**src/rtl/serial_port_regs.vh**
```
`ifndef SERIAL_PORT_REGS_VH
`define SERIAL_PORT_REGS_VH
`define OFS_DATA 3'h0
`define OFS_IER 3'h1
`define OFS_FIFO 3'h2
`define OFS_LINE_FMT 3'h3
`define OFS_HS_OUT 3'h4
`define OFS_LINE_FLAGS 3'h5
`define OFS_HS_IN 3'h6
`define OFS_SCRATCH 3'h7
`define BIT_DIV_ACCESS 7
`define DIV_RESET 16'h000c
`define TICKS_PER_BIT 5'h10
`define REF_CLOCK_HZ 1843200
`define SYS_CLOCK_HZ 100000000
`define FIFO_DEPTH 16
`endif

```
**src/rtl/fifo_async_serial_port.v**
```verilog
`include "serial_port_regs.vh"
module fifo_async_serial_port #(
    parameter [9:0] BASE_WIDTH = 10'h000
) (
    // clock and reset
    input wire i_clock,
    input wire i_rst_b,
    // host bus
    input wire [9:0] i_addr,
    input wire [9:0] i_base_switch,
    input wire i_rd,
    input wire i_wr,
    input wire [7:0] i_wdata,
    output reg [7:0] o_rdata,
    output wire o_irq,
    // serial line and handshake
    input wire i_rx,
    output reg o_tx,
    input wire i_cts,
    input wire i_dsr,
    input wire i_ri,
    input wire i_dcd,
    output wire o_dtr,
    output wire o_rts
);
    reg rst_s1_q, rst_b_q;
    always @(posedge i_clock or negedge i_rst_b) begin
        if (!i_rst_b) begin
            rst_s1_q <= 1'b0;
            rst_b_q <= 1'b0;
        end else begin
            rst_s1_q <= 1'b1;
            rst_b_q <= rst_s1_q;
        end
    end

    // address decode: offset from switch base
    wire sel = (i_addr[9:3] == i_base_switch[9:3]);
    wire [2:0] ofs = i_addr[2:0];
    wire wr = i_wr && sel;
    wire rd = i_rd && sel;

    reg [7:0] div_lo_q, div_hi_q, ier_q, line_format_reg_q, handshake_output_reg_q, scr_q;
    reg [1:0] trig_q;
    reg fifo_en_q;
    wire divisor_access_select = line_format_reg_q[`BIT_DIV_ACCESS];
    wire [15:0] divisor = {div_hi_q, div_lo_q};

    // reference tick generator: 1.8432 MHz from 100 MHz by phase accumulator
    reg [26:0] acc_q;
    reg ref_tick_q;
    wire [27:0] acc_sum = {1'b0, acc_q} + 28'd`REF_CLOCK_HZ;
    // baud tick: ref / divisor = 16x bit rate
    reg [15:0] bdiv_q;
    reg tick16_q;
    always @(posedge i_clock or negedge rst_b_q) begin
        if (!rst_b_q) begin
            acc_q <= 27'h0;
            ref_tick_q <= 1'b0;
            bdiv_q <= 16'h0;
            tick16_q <= 1'b0;
        end else begin
            if (acc_sum >= 28'd`SYS_CLOCK_HZ) begin
                acc_q <= acc_sum[26:0] - 27'd`SYS_CLOCK_HZ;
                ref_tick_q <= 1'b1;
            end else begin
                acc_q <= acc_sum[26:0];
                ref_tick_q <= 1'b0;
            end
            tick16_q <= 1'b0;
            if (ref_tick_q) begin
                if (bdiv_q + 16'h1 >= divisor) begin
                    bdiv_q <= 16'h0;
                    tick16_q <= 1'b1;
                end else begin
                    bdiv_q <= bdiv_q + 16'h1;
                end
            end
        end
    end

    // character geometry
    wire [3:0] nbits = 4'h5 + {2'b00, line_format_reg_q[1:0]};
    wire par_en = line_format_reg_q[3];
    wire par_even = line_format_reg_q[4];
    wire par_stick = line_format_reg_q[5];

    // fifos: 8 data bits plus 3 error bits in receive
    reg [7:0] tx_mem [0:`FIFO_DEPTH-1];
    reg [10:0] rx_mem [0:`FIFO_DEPTH-1];
    reg [3:0] tx_wp_q, tx_rp_q, rx_wp_q, rx_rp_q;
    reg [4:0] tx_cnt_q, rx_cnt_q;
    wire [4:0] tx_cap = fifo_en_q ? 5'd16 : 5'd1;
    wire [4:0] rx_cap = fifo_en_q ? 5'd16 : 5'd1;
    wire [10:0] rx_head = rx_mem[rx_rp_q];

    // transmit engine
    localparam TX_IDLE = 2'd0, TX_START = 2'd1, TX_DATA = 2'd2, TX_STOP = 2'd3;
    reg [1:0] tx_st_q;
    reg [3:0] tx_sub_q, tx_idx_q;
    reg [7:0] tx_sh_q;
    reg tx_par_q;
    // launch only on a baud tick so the start bit lasts a full sixteen ticks
    wire tx_pop = (tx_st_q == TX_IDLE) && (tx_cnt_q != 5'd0) && tx_sub_q == 4'h0 &&
        tick16_q;
    wire tx_bit_end = tick16_q && (tx_sub_q == 4'hf);
    wire [3:0] data_len = nbits + (par_en ? 4'h1 : 4'h0);
    wire [3:0] stop_last = (line_format_reg_q[2] ? 4'h1 : 4'h0);
    reg tx_line;
    always @* begin
        case (tx_st_q)
            TX_START: tx_line = 1'b0;
            TX_DATA: tx_line = (tx_idx_q == nbits) ?
                (par_stick ? ~par_even : (par_even ? tx_par_q : ~tx_par_q)) : tx_sh_q[0];
            default: tx_line = 1'b1;
        endcase
    end
    always @(posedge i_clock or negedge rst_b_q) begin
        if (!rst_b_q) begin
            tx_st_q <= TX_IDLE;
            tx_sub_q <= 4'h0;
            tx_idx_q <= 4'h0;
            tx_sh_q <= 8'h0;
            tx_par_q <= 1'b0;
            o_tx <= 1'b1;
        end else begin
            o_tx <= line_format_reg_q[6] ? 1'b0 : tx_line;
            if (tx_pop) begin
                tx_st_q <= TX_START;
                tx_sh_q <= tx_mem[tx_rp_q];
                tx_par_q <= 1'b0;
                tx_sub_q <= 4'h0;
            end else if (tick16_q && tx_st_q != TX_IDLE) begin
                tx_sub_q <= tx_sub_q + 4'h1;
                if (tx_bit_end) begin
                    case (tx_st_q)
                        TX_START: begin
                            tx_st_q <= TX_DATA;
                            tx_idx_q <= 4'h0;
                        end
                        TX_DATA: begin
                            if (tx_idx_q < nbits) begin
                                tx_par_q <= tx_par_q ^ tx_sh_q[0];
                                tx_sh_q <= {1'b0, tx_sh_q[7:1]};
                            end
                            if (tx_idx_q + 4'h1 == data_len) begin
                                tx_st_q <= TX_STOP;
                                tx_idx_q <= 4'h0;
                            end else begin
                                tx_idx_q <= tx_idx_q + 4'h1;
                            end
                        end
                        TX_STOP: begin
                            if (tx_idx_q == stop_last) tx_st_q <= TX_IDLE;
                            else tx_idx_q <= tx_idx_q + 4'h1;
                        end
                        default: tx_st_q <= TX_IDLE;
                    endcase
                end
            end
        end
    end

    // receive engine, mid-bit sampling with 16 ticks per bit
    localparam RX_IDLE = 2'd0, RX_START = 2'd1, RX_DATA = 2'd2, RX_STOP = 2'd3;
    reg [1:0] rx_st_q;
    reg [3:0] rx_sub_q, rx_idx_q;
    reg [7:0] rx_sh_q;
    reg rx_par_q, rx_perr_q, rx_brk_q, rx_push_q;
    reg [10:0] rx_word_q;
    wire rx_mid = tick16_q && rx_sub_q == 4'h7;
    always @(posedge i_clock or negedge rst_b_q) begin
        if (!rst_b_q) begin
            rx_st_q <= RX_IDLE;
            rx_sub_q <= 4'h0;
            rx_idx_q <= 4'h0;
            rx_sh_q <= 8'h0;
            rx_par_q <= 1'b0;
            rx_perr_q <= 1'b0;
            rx_brk_q <= 1'b0;
            rx_push_q <= 1'b0;
            rx_word_q <= 11'h0;
        end else begin
            rx_push_q <= 1'b0;
            if (rx_st_q == RX_IDLE) begin
                rx_sub_q <= 4'h0;
                if (tick16_q && !i_rx) rx_st_q <= RX_START;
            end else if (tick16_q) begin
                rx_sub_q <= rx_sub_q + 4'h1;
                if (rx_mid) begin
                    case (rx_st_q)
                        RX_START: begin
                            rx_st_q <= i_rx ? RX_IDLE : RX_DATA;
                            rx_idx_q <= 4'h0;
                            rx_par_q <= 1'b0;
                            rx_brk_q <= 1'b1;
                            rx_sh_q <= 8'h0;
                        end
                        RX_DATA: begin
                            rx_brk_q <= rx_brk_q & ~i_rx;
                            if (rx_idx_q < nbits) begin
                                rx_sh_q[rx_idx_q[2:0]] <= i_rx;
                                rx_par_q <= rx_par_q ^ i_rx;
                            end else begin
                                rx_perr_q <= par_stick ? (i_rx != ~par_even) :
                                    ((rx_par_q ^ i_rx) != ~par_even);
                            end
                            if (rx_idx_q + 4'h1 == data_len) rx_st_q <= RX_STOP;
                            rx_idx_q <= rx_idx_q + 4'h1;
                            if (rx_idx_q == 4'h0) rx_perr_q <= 1'b0;
                        end
                        RX_STOP: begin
                            rx_st_q <= RX_IDLE;
                            rx_push_q <= 1'b1;
                            // {break, framing, parity, data}
                            rx_word_q <= {rx_brk_q & ~i_rx, ~i_rx, rx_perr_q & par_en,
                                rx_sh_q};
                        end
                        default: rx_st_q <= RX_IDLE;
                    endcase
                end
            end
        end
    end

    // host-side fifo control and registers
    wire tx_wr = wr && ofs == `OFS_DATA && !divisor_access_select;
    wire rx_rd = rd && ofs == `OFS_DATA && !divisor_access_select;
    wire fifo_control_wr = wr && ofs == `OFS_FIFO;
    wire rx_clr = fifo_control_wr && i_wdata[1];
    wire tx_clr = fifo_control_wr && i_wdata[2];
    wire rx_pop = rx_rd && rx_cnt_q != 5'd0;
    wire rx_full = rx_cnt_q >= rx_cap;
    reg overrun_q, brk_flag_q, fe_flag_q, pe_flag_q;
    reg [`FIFO_DEPTH-1:0] err_map_q;
    reg [3:0] hs_prev_q, delta_q;
    wire line_condition_rd = rd && ofs == `OFS_LINE_FLAGS;
    wire handshake_input_rd = rd && ofs == `OFS_HS_IN;
    wire [3:0] hs_now = {i_dcd, i_ri, i_dsr, i_cts};
    wire [3:0] hs_evt = {hs_prev_q[3] ^ i_dcd, hs_prev_q[2] & ~i_ri,
        hs_prev_q[1] ^ i_dsr, hs_prev_q[0] ^ i_cts};
    always @(posedge i_clock or negedge rst_b_q) begin
        if (!rst_b_q) begin
            {div_hi_q, div_lo_q} <= `DIV_RESET;
            ier_q <= 8'h00;
            line_format_reg_q <= 8'h03;
            handshake_output_reg_q <= 8'h00;
            scr_q <= 8'h00;
            trig_q <= 2'b00;
            fifo_en_q <= 1'b0;
            tx_wp_q <= 4'h0;
            tx_rp_q <= 4'h0;
            tx_cnt_q <= 5'd0;
            rx_wp_q <= 4'h0;
            rx_rp_q <= 4'h0;
            rx_cnt_q <= 5'd0;
            overrun_q <= 1'b0;
            brk_flag_q <= 1'b0;
            fe_flag_q <= 1'b0;
            pe_flag_q <= 1'b0;
            err_map_q <= {`FIFO_DEPTH{1'b0}};
            hs_prev_q <= 4'h0;
            delta_q <= 4'h0;
        end else begin
            if (wr) begin
                case (ofs)
                    `OFS_DATA: if (divisor_access_select) div_lo_q <= i_wdata;
                    `OFS_IER: if (divisor_access_select) div_hi_q <= i_wdata;
                        else ier_q <= {4'h0, i_wdata[3:0]};
                    `OFS_FIFO: begin
                        fifo_en_q <= i_wdata[0];
                        trig_q <= i_wdata[7:6];
                    end
                    `OFS_LINE_FMT: line_format_reg_q <= i_wdata;
                    `OFS_HS_OUT: handshake_output_reg_q <= {6'h0, i_wdata[1:0]};
                    `OFS_SCRATCH: scr_q <= i_wdata;
                    default: ;
                endcase
            end
            // transmit fifo
            if (tx_clr) begin
                tx_wp_q <= 4'h0;
                tx_rp_q <= 4'h0;
                tx_cnt_q <= 5'd0;
            end else begin
                if (tx_wr && tx_cnt_q < tx_cap) begin
                    tx_mem[tx_wp_q] <= i_wdata;
                    tx_wp_q <= tx_wp_q + 4'h1;
                end
                if (tx_pop) tx_rp_q <= tx_rp_q + 4'h1;
                tx_cnt_q <= tx_cnt_q + ((tx_wr && tx_cnt_q < tx_cap) ? 5'd1 : 5'd0)
                    - (tx_pop ? 5'd1 : 5'd0);
            end
            // receive fifo; a full fifo drops the new byte and flags overrun
            if (rx_clr) begin
                rx_wp_q <= 4'h0;
                rx_rp_q <= 4'h0;
                rx_cnt_q <= 5'd0;
                err_map_q <= {`FIFO_DEPTH{1'b0}};
            end else begin
                if (rx_push_q && !rx_full) begin
                    rx_mem[rx_wp_q] <= rx_word_q;
                    err_map_q[rx_wp_q] <= |rx_word_q[10:8];
                    rx_wp_q <= rx_wp_q + 4'h1;
                end
                if (rx_pop) begin
                    rx_rp_q <= rx_rp_q + 4'h1;
                    if (!(rx_push_q && !rx_full && rx_wp_q == rx_rp_q))
                        err_map_q[rx_rp_q] <= 1'b0;
                end
                rx_cnt_q <= rx_cnt_q + ((rx_push_q && !rx_full) ? 5'd1 : 5'd0)
                    - (rx_pop ? 5'd1 : 5'd0);
            end
            // sticky line flags: set wins over read-clear
            overrun_q <= (rx_push_q && rx_full) | (overrun_q & ~line_condition_rd);
            pe_flag_q <= (rx_pop & rx_head[8]) | (pe_flag_q & ~line_condition_rd);
            fe_flag_q <= (rx_pop & rx_head[9]) | (fe_flag_q & ~line_condition_rd);
            brk_flag_q <= (rx_pop & rx_head[10]) | (brk_flag_q & ~line_condition_rd);
            hs_prev_q <= hs_now;
            delta_q <= hs_evt | (delta_q & {4{~handshake_input_rd}});
        end
    end

    wire tx_empty = (tx_cnt_q == 5'd0);
    wire tsr_empty = tx_empty && tx_st_q == TX_IDLE;
    wire [4:0] trig_lvl = !fifo_en_q ? 5'd1 : (trig_q == 2'b00) ? 5'd1 :
        (trig_q == 2'b01) ? 5'd4 : (trig_q == 2'b10) ? 5'd8 : 5'd14;
    wire [7:0] line_condition_reg = {|err_map_q, tsr_empty, tx_empty, brk_flag_q, fe_flag_q,
        pe_flag_q, overrun_q, rx_cnt_q != 5'd0};
    wire [7:0] handshake_input_reg = {i_dcd, i_ri, i_dsr, i_cts, delta_q};

    // interrupt: data threshold, holding empty, line error, modem change
    assign o_irq = (ier_q[0] && rx_cnt_q >= trig_lvl) || (ier_q[1] && tx_empty) ||
        (ier_q[2] && |line_condition_reg[4:1]) || (ier_q[3] && |delta_q);
    assign o_dtr = handshake_output_reg_q[0];
    assign o_rts = handshake_output_reg_q[1];

    always @(posedge i_clock or negedge rst_b_q) begin
        if (!rst_b_q) begin
            o_rdata <= 8'h00;
        end else if (rd) begin
            case (ofs)
                `OFS_DATA: o_rdata <= divisor_access_select ? div_lo_q : rx_head[7:0];
                `OFS_IER: o_rdata <= divisor_access_select ? div_hi_q : ier_q;
                `OFS_FIFO: o_rdata <= {fifo_en_q, fifo_en_q, 6'h01};
                `OFS_LINE_FMT: o_rdata <= line_format_reg_q;
                `OFS_HS_OUT: o_rdata <= handshake_output_reg_q;
                `OFS_LINE_FLAGS: o_rdata <= line_condition_reg;
                `OFS_HS_IN: o_rdata <= handshake_input_reg;
                default: o_rdata <= scr_q;
            endcase
        end
    end
endmodule

```
**config.mk**
```make
export PLATFORM = sky130hd
export DESIGN_NAME = fifo_async_serial_port
export DESIGN_NICKNAME = d
export VERILOG_FILES = /design/src/rtl/fifo_async_serial_port.v
export VERILOG_INCLUDE_DIRS = /design/src /design/src/rtl
export SDC_FILE = /design/constraint.sdc
export NUM_CORES = 1
export LEC_CHECK = 0
export ABC_AREA = 1
export BUFFER_PORTS_ARGS = -buffer_cell sky130_fd_sc_hd__buf_2
export CAP_MARGIN = 5
export CELL_PAD_IN_SITES_DETAIL_PLACEMENT = 0
export CELL_PAD_IN_SITES_GLOBAL_PLACEMENT = 1
export CORE_MARGIN = 2
export CORE_UTILIZATION = 40
export CTS_CLUSTER_DIAMETER = 100
export DETAILED_ROUTE_END_ITERATION = 16
export GPL_TIMING_DRIVEN = 0
export HOLD_SLACK_MARGIN = 0.1
export PLACE_DENSITY_LB_ADDON = 0.1
export SLEW_MARGIN = 30
export SYNTH_ARGS = -nofsm -noshare
export SYNTH_HDL_FRONTEND = slang
export SYNTH_SLANG_ARGS = --single-unit
```
**constraint.sdc**
```tcl
create_clock -name i_clock -period 7.7 [get_ports i_clock]
set_input_delay 1.54 -clock i_clock [delete_from_list [all_inputs] [get_ports i_clock]]
set_output_delay 1.54 -clock i_clock [all_outputs]
set_load 0.02 [all_outputs]
```
==> results.md <==
- DRT Wirelength: 68800 um
- Final Worst Setup Slack: 3.39 ns
- Initial DRC count: 1540
- Grt ovf: 0
- Router iterations before antenna repair: 6
- Syn Area/Cell: 9.67 um2
- FMAX: 232 MHz
- Initial antenna violation count: 1
- Tot GR Track Use: 22.7%
- CP Launch Type: input pin
- IO buf count: 45
- MaxCap Viol Count: 0
- Least-Margin Pin Slew: 0.954 ns
- Clock-pin slew on the worst setup and hold paths: 0.06 ns
- Yosys Warn Count: 0
- WS Path Type: in -> reg
- Vias in the first global route: 17300
- Hold Vio Cnt, Final: 0
- EDFF count, synth: 304
- Pins over their slew limit: 0
- Fin util: 46.1%
- Chip height: 248 um
- WL per Instance: 20.3 um
- Total vias in the final route: 18100
- Io pins: 49
- Root Buffer: clkbuf_16
- # DRC: 0
- #FFs+latches synth: 499
- Final min period: 4.31 ns
- Ys async rst share: 39.1%
- Layout Nets: 2691
- CP Max Fanout: 10
- Total CTS buffers: 56
- Relative slew slack: 35.9%
- Clk_skew: 0.0266 ns
- Hold_buf cts: 0
- Fraction of layout cells with a size suffix above 1: 8.09%
- Core Area: 58800 um2
- Die X: 248 um
- Initial Utilization: 40.4%
- Area delta synth->final: 14.3%
- Post-Syn Area: 23700 um2
- HPWL after DPL: 48900 um
- VDD IR-drop max: 0.203 mV
- Final setup fails: 0
- Setup bufs post-CTS: 0
- CTS tree: done
- Clk sink count: 499
- Leak: 11.4 nW
- Die area: 61300 um2
- Routed vias/inst: 5.33
- Post-Synthesis Cells: 2453
- Sequential area share after synthesis: 59.1%
- Post-cts sizing count: 0
- CP endpoint kind: flop
- Ratio of final minimum period to clock period: 55.9%
- Synthesized Nets: 2573
- First-pass GRT wire length: 106000 um
- HP Class: reg -> async
- Largest net degree at the start of global routing: 47
- RSZ-0062 raised after global routing: false
- RD Place Congestion: 0.886
- Hold Slack: 0.315 ns
- Row cnt: 89
- Top FF cell, synth: edfxtp_1
- CTS H-tree lvls: 2
- Synth cell types: 50
- Pre-CTS setup slack: 2.76 ns
- Status: completed
- Worst Path Arrival: 4.81 ns
- Cell Pwr Density: 221 nW/um2
- Clock Latency Late Sink: 0.61 ns
- WP data required: 8.20 ns
- Diodes inserted: 0
- Clock Tree Buf Depth: 3
- Post-DRT Antenna Nets: 0
-- worst paths after layout --
path	from	to	slack, ns	cells after the start
setup / recovery	i_base_switch[9]	rx_cnt_q[4]$_DFF_PN0_	3.39	17
hold / removal	rst_b_q$_DFF_PN0_	err_map_q[1]$_DFF_PN0_	0.32	0
setup reg to reg	fifo_en_q$_DFFE_PN0P_	rx_cnt_q[4]$_DFF_PN0_	3.90	18
hold reg to reg	rst_b_q$_DFF_PN0_	err_map_q[1]$_DFF_PN0_	0.32	0
max in group asynchronous	rst_b_q$_DFF_PN0_	div_lo_q[3]$_DFFE_PN1P_	6.40	2
min in group i_clock	rst_s1_q$_DFF_PN0_	rst_b_q$_DFF_PN0_	0.35	0
-- layout make-up --
type,count,area [um2]
fill,5630,31700
sequential,499,14000
multi-input combinational,1631,8530
clock buffer,77,1550
tap,773,967
inverter,233,875
timing repair buffer,60,433
clock inverter,29,377
buffer,90,368
-- report_power, final --
group	internal [mW]	switching (mW)	total (mW)
registers	2.85	0.0278	2.88
clock network	1.71	1.10	2.81
logic	0.106	0.208	0.314
-- sequential cells by signal, summed over array words and instances, names as in the netlist, 5 cells and up --
name and cells:
tx_sh_q 8, bdiv_q 16, acc_q 19, div_hi_q 8
err_map_q 16, div_lo_q 8, tx_mem 128, o_rdata 8
tx_cnt_q 5, rx_word_q 11, rx_sh_q 8, rx_cnt_q 5
rx_mem 176, line_format_reg_q 8, scr_q 8
-- placed cells by master (no fill, tap or decap), types with 9 or more instances in the layout --
cell type / netlist / routed
clkinv_1: 5 / 14
a22oi_1: 11 / 11
nand4_1: 34 / 34
clkbuf_16: 0 / 57
bufinv_16: 0 / 9
edfxtp_1: 304 / 304
inv_1: 223 / 223
ha_1: 80 / 80
xor2_1: 41 / 41
o211ai_1: 21 / 21
nor2_2: 3 / 21
clkbuf_1: 72 / 87
xnor2_1: 17 / 17
nor2_1: 296 / 278
nand2_1: 500 / 500
a21oi_1: 69 / 69
buf_4: 3 / 9
buf_2: 9 / 54
nand3_1: 144 / 144
dfrtp_1: 190 / 189
nor3_1: 31 / 27
o221ai_1: 22 / 22
o21ai_0: 259 / 259
o22ai_1: 42 / 42
-- per-stage QoR --
step / instances / TNS (ns) / instance area (um2) / power (mW)
detailed placement: 3286 / 0 / 25200 / 3.25
CTS: 3392 / 0 / 27100 / 6.07
floorplan: 2453 / 0 / 23700 / 3.13
global placement: 3271 / -825.02 / 24900 / 3.24
global route: 3392 / 0 / 27100 / 6.22
finish: 3392 / 0 / 27100 / 6.00
-- synthesized netlist by cell type, types with 5 or more instances --
library cell | n | area share [%]
buf_2 | 9 | 0.19
nor3_1 | 31 | 0.65
a22oi_1 | 11 | 0.35
clkbuf_1 | 72 | 1.1
nand3_1 | 144 | 3.0
or2_2 | 6 | 0.16
inv_2 | 5 | 0.079
nor4_1 | 7 | 0.18
a32o_1 | 6 | 0.25
nand2_1 | 500 | 7.9
o21ai_0 | 259 | 5.5
inv_1 | 223 | 3.5
xnor2_1 | 17 | 0.63
clkinv_1 | 5 | 0.079
xor2_1 | 41 | 1.5
ha_1 | 80 | 4.2
dfrtp_1 | 190 | 20
nor2_1 | 296 | 4.7
edfxtp_1 | 304 | 38
o22ai_1 | 42 | 1.1
a21oi_1 | 69 | 1.5
o211ai_1 | 21 | 0.66
dfstp_2 | 5 | 0.55
nand4_1 | 34 | 0.90
nand2_2 | 7 | 0.18
o221ai_1 | 22 | 0.81
buf_1 | 5 | 0.079
-- kinds of logic after synthesis --
family,Yosys count,synth area share [%]
fa+ha+maj,83,4.47
mux,1,0.0422
buf+inv,323,5.24
flops,499,59.1
xor+xnor,58,2.14
other cells,1,0.0158
simple gates,1042,18.3
compound gates,446,10.7
-- routing by layer --
metal | global-route usage, % | wire (um) | vias up
met3 | 2.88 | 3860 | 76
met5 | 0 | 0 | -
met1 | 34.7 | 33400 | 8897
li1 | - | - | 8619
met2 | 34.9 | 30500 | 485
met4 | 4.35 | 973 | 0
-- critical path, stage by stage --
cell and delay, ns:
buf_2 0.10, xnor2_1 0.14, nand2_1 0.07, nor3_1 0.20
nand3_1 0.44, nor2_2 0.64, ha_1 0.33, inv_1 0.05
ha_1 0.15, inv_1 0.06, fa_1 0.37, or2_2 0.32
nand2_1 0.07, a21oi_1 0.07, xor2_1 0.14, nand2_1 0.07
inv_1 0.03
Note: power is estimated with default switching activity, not from simulation.
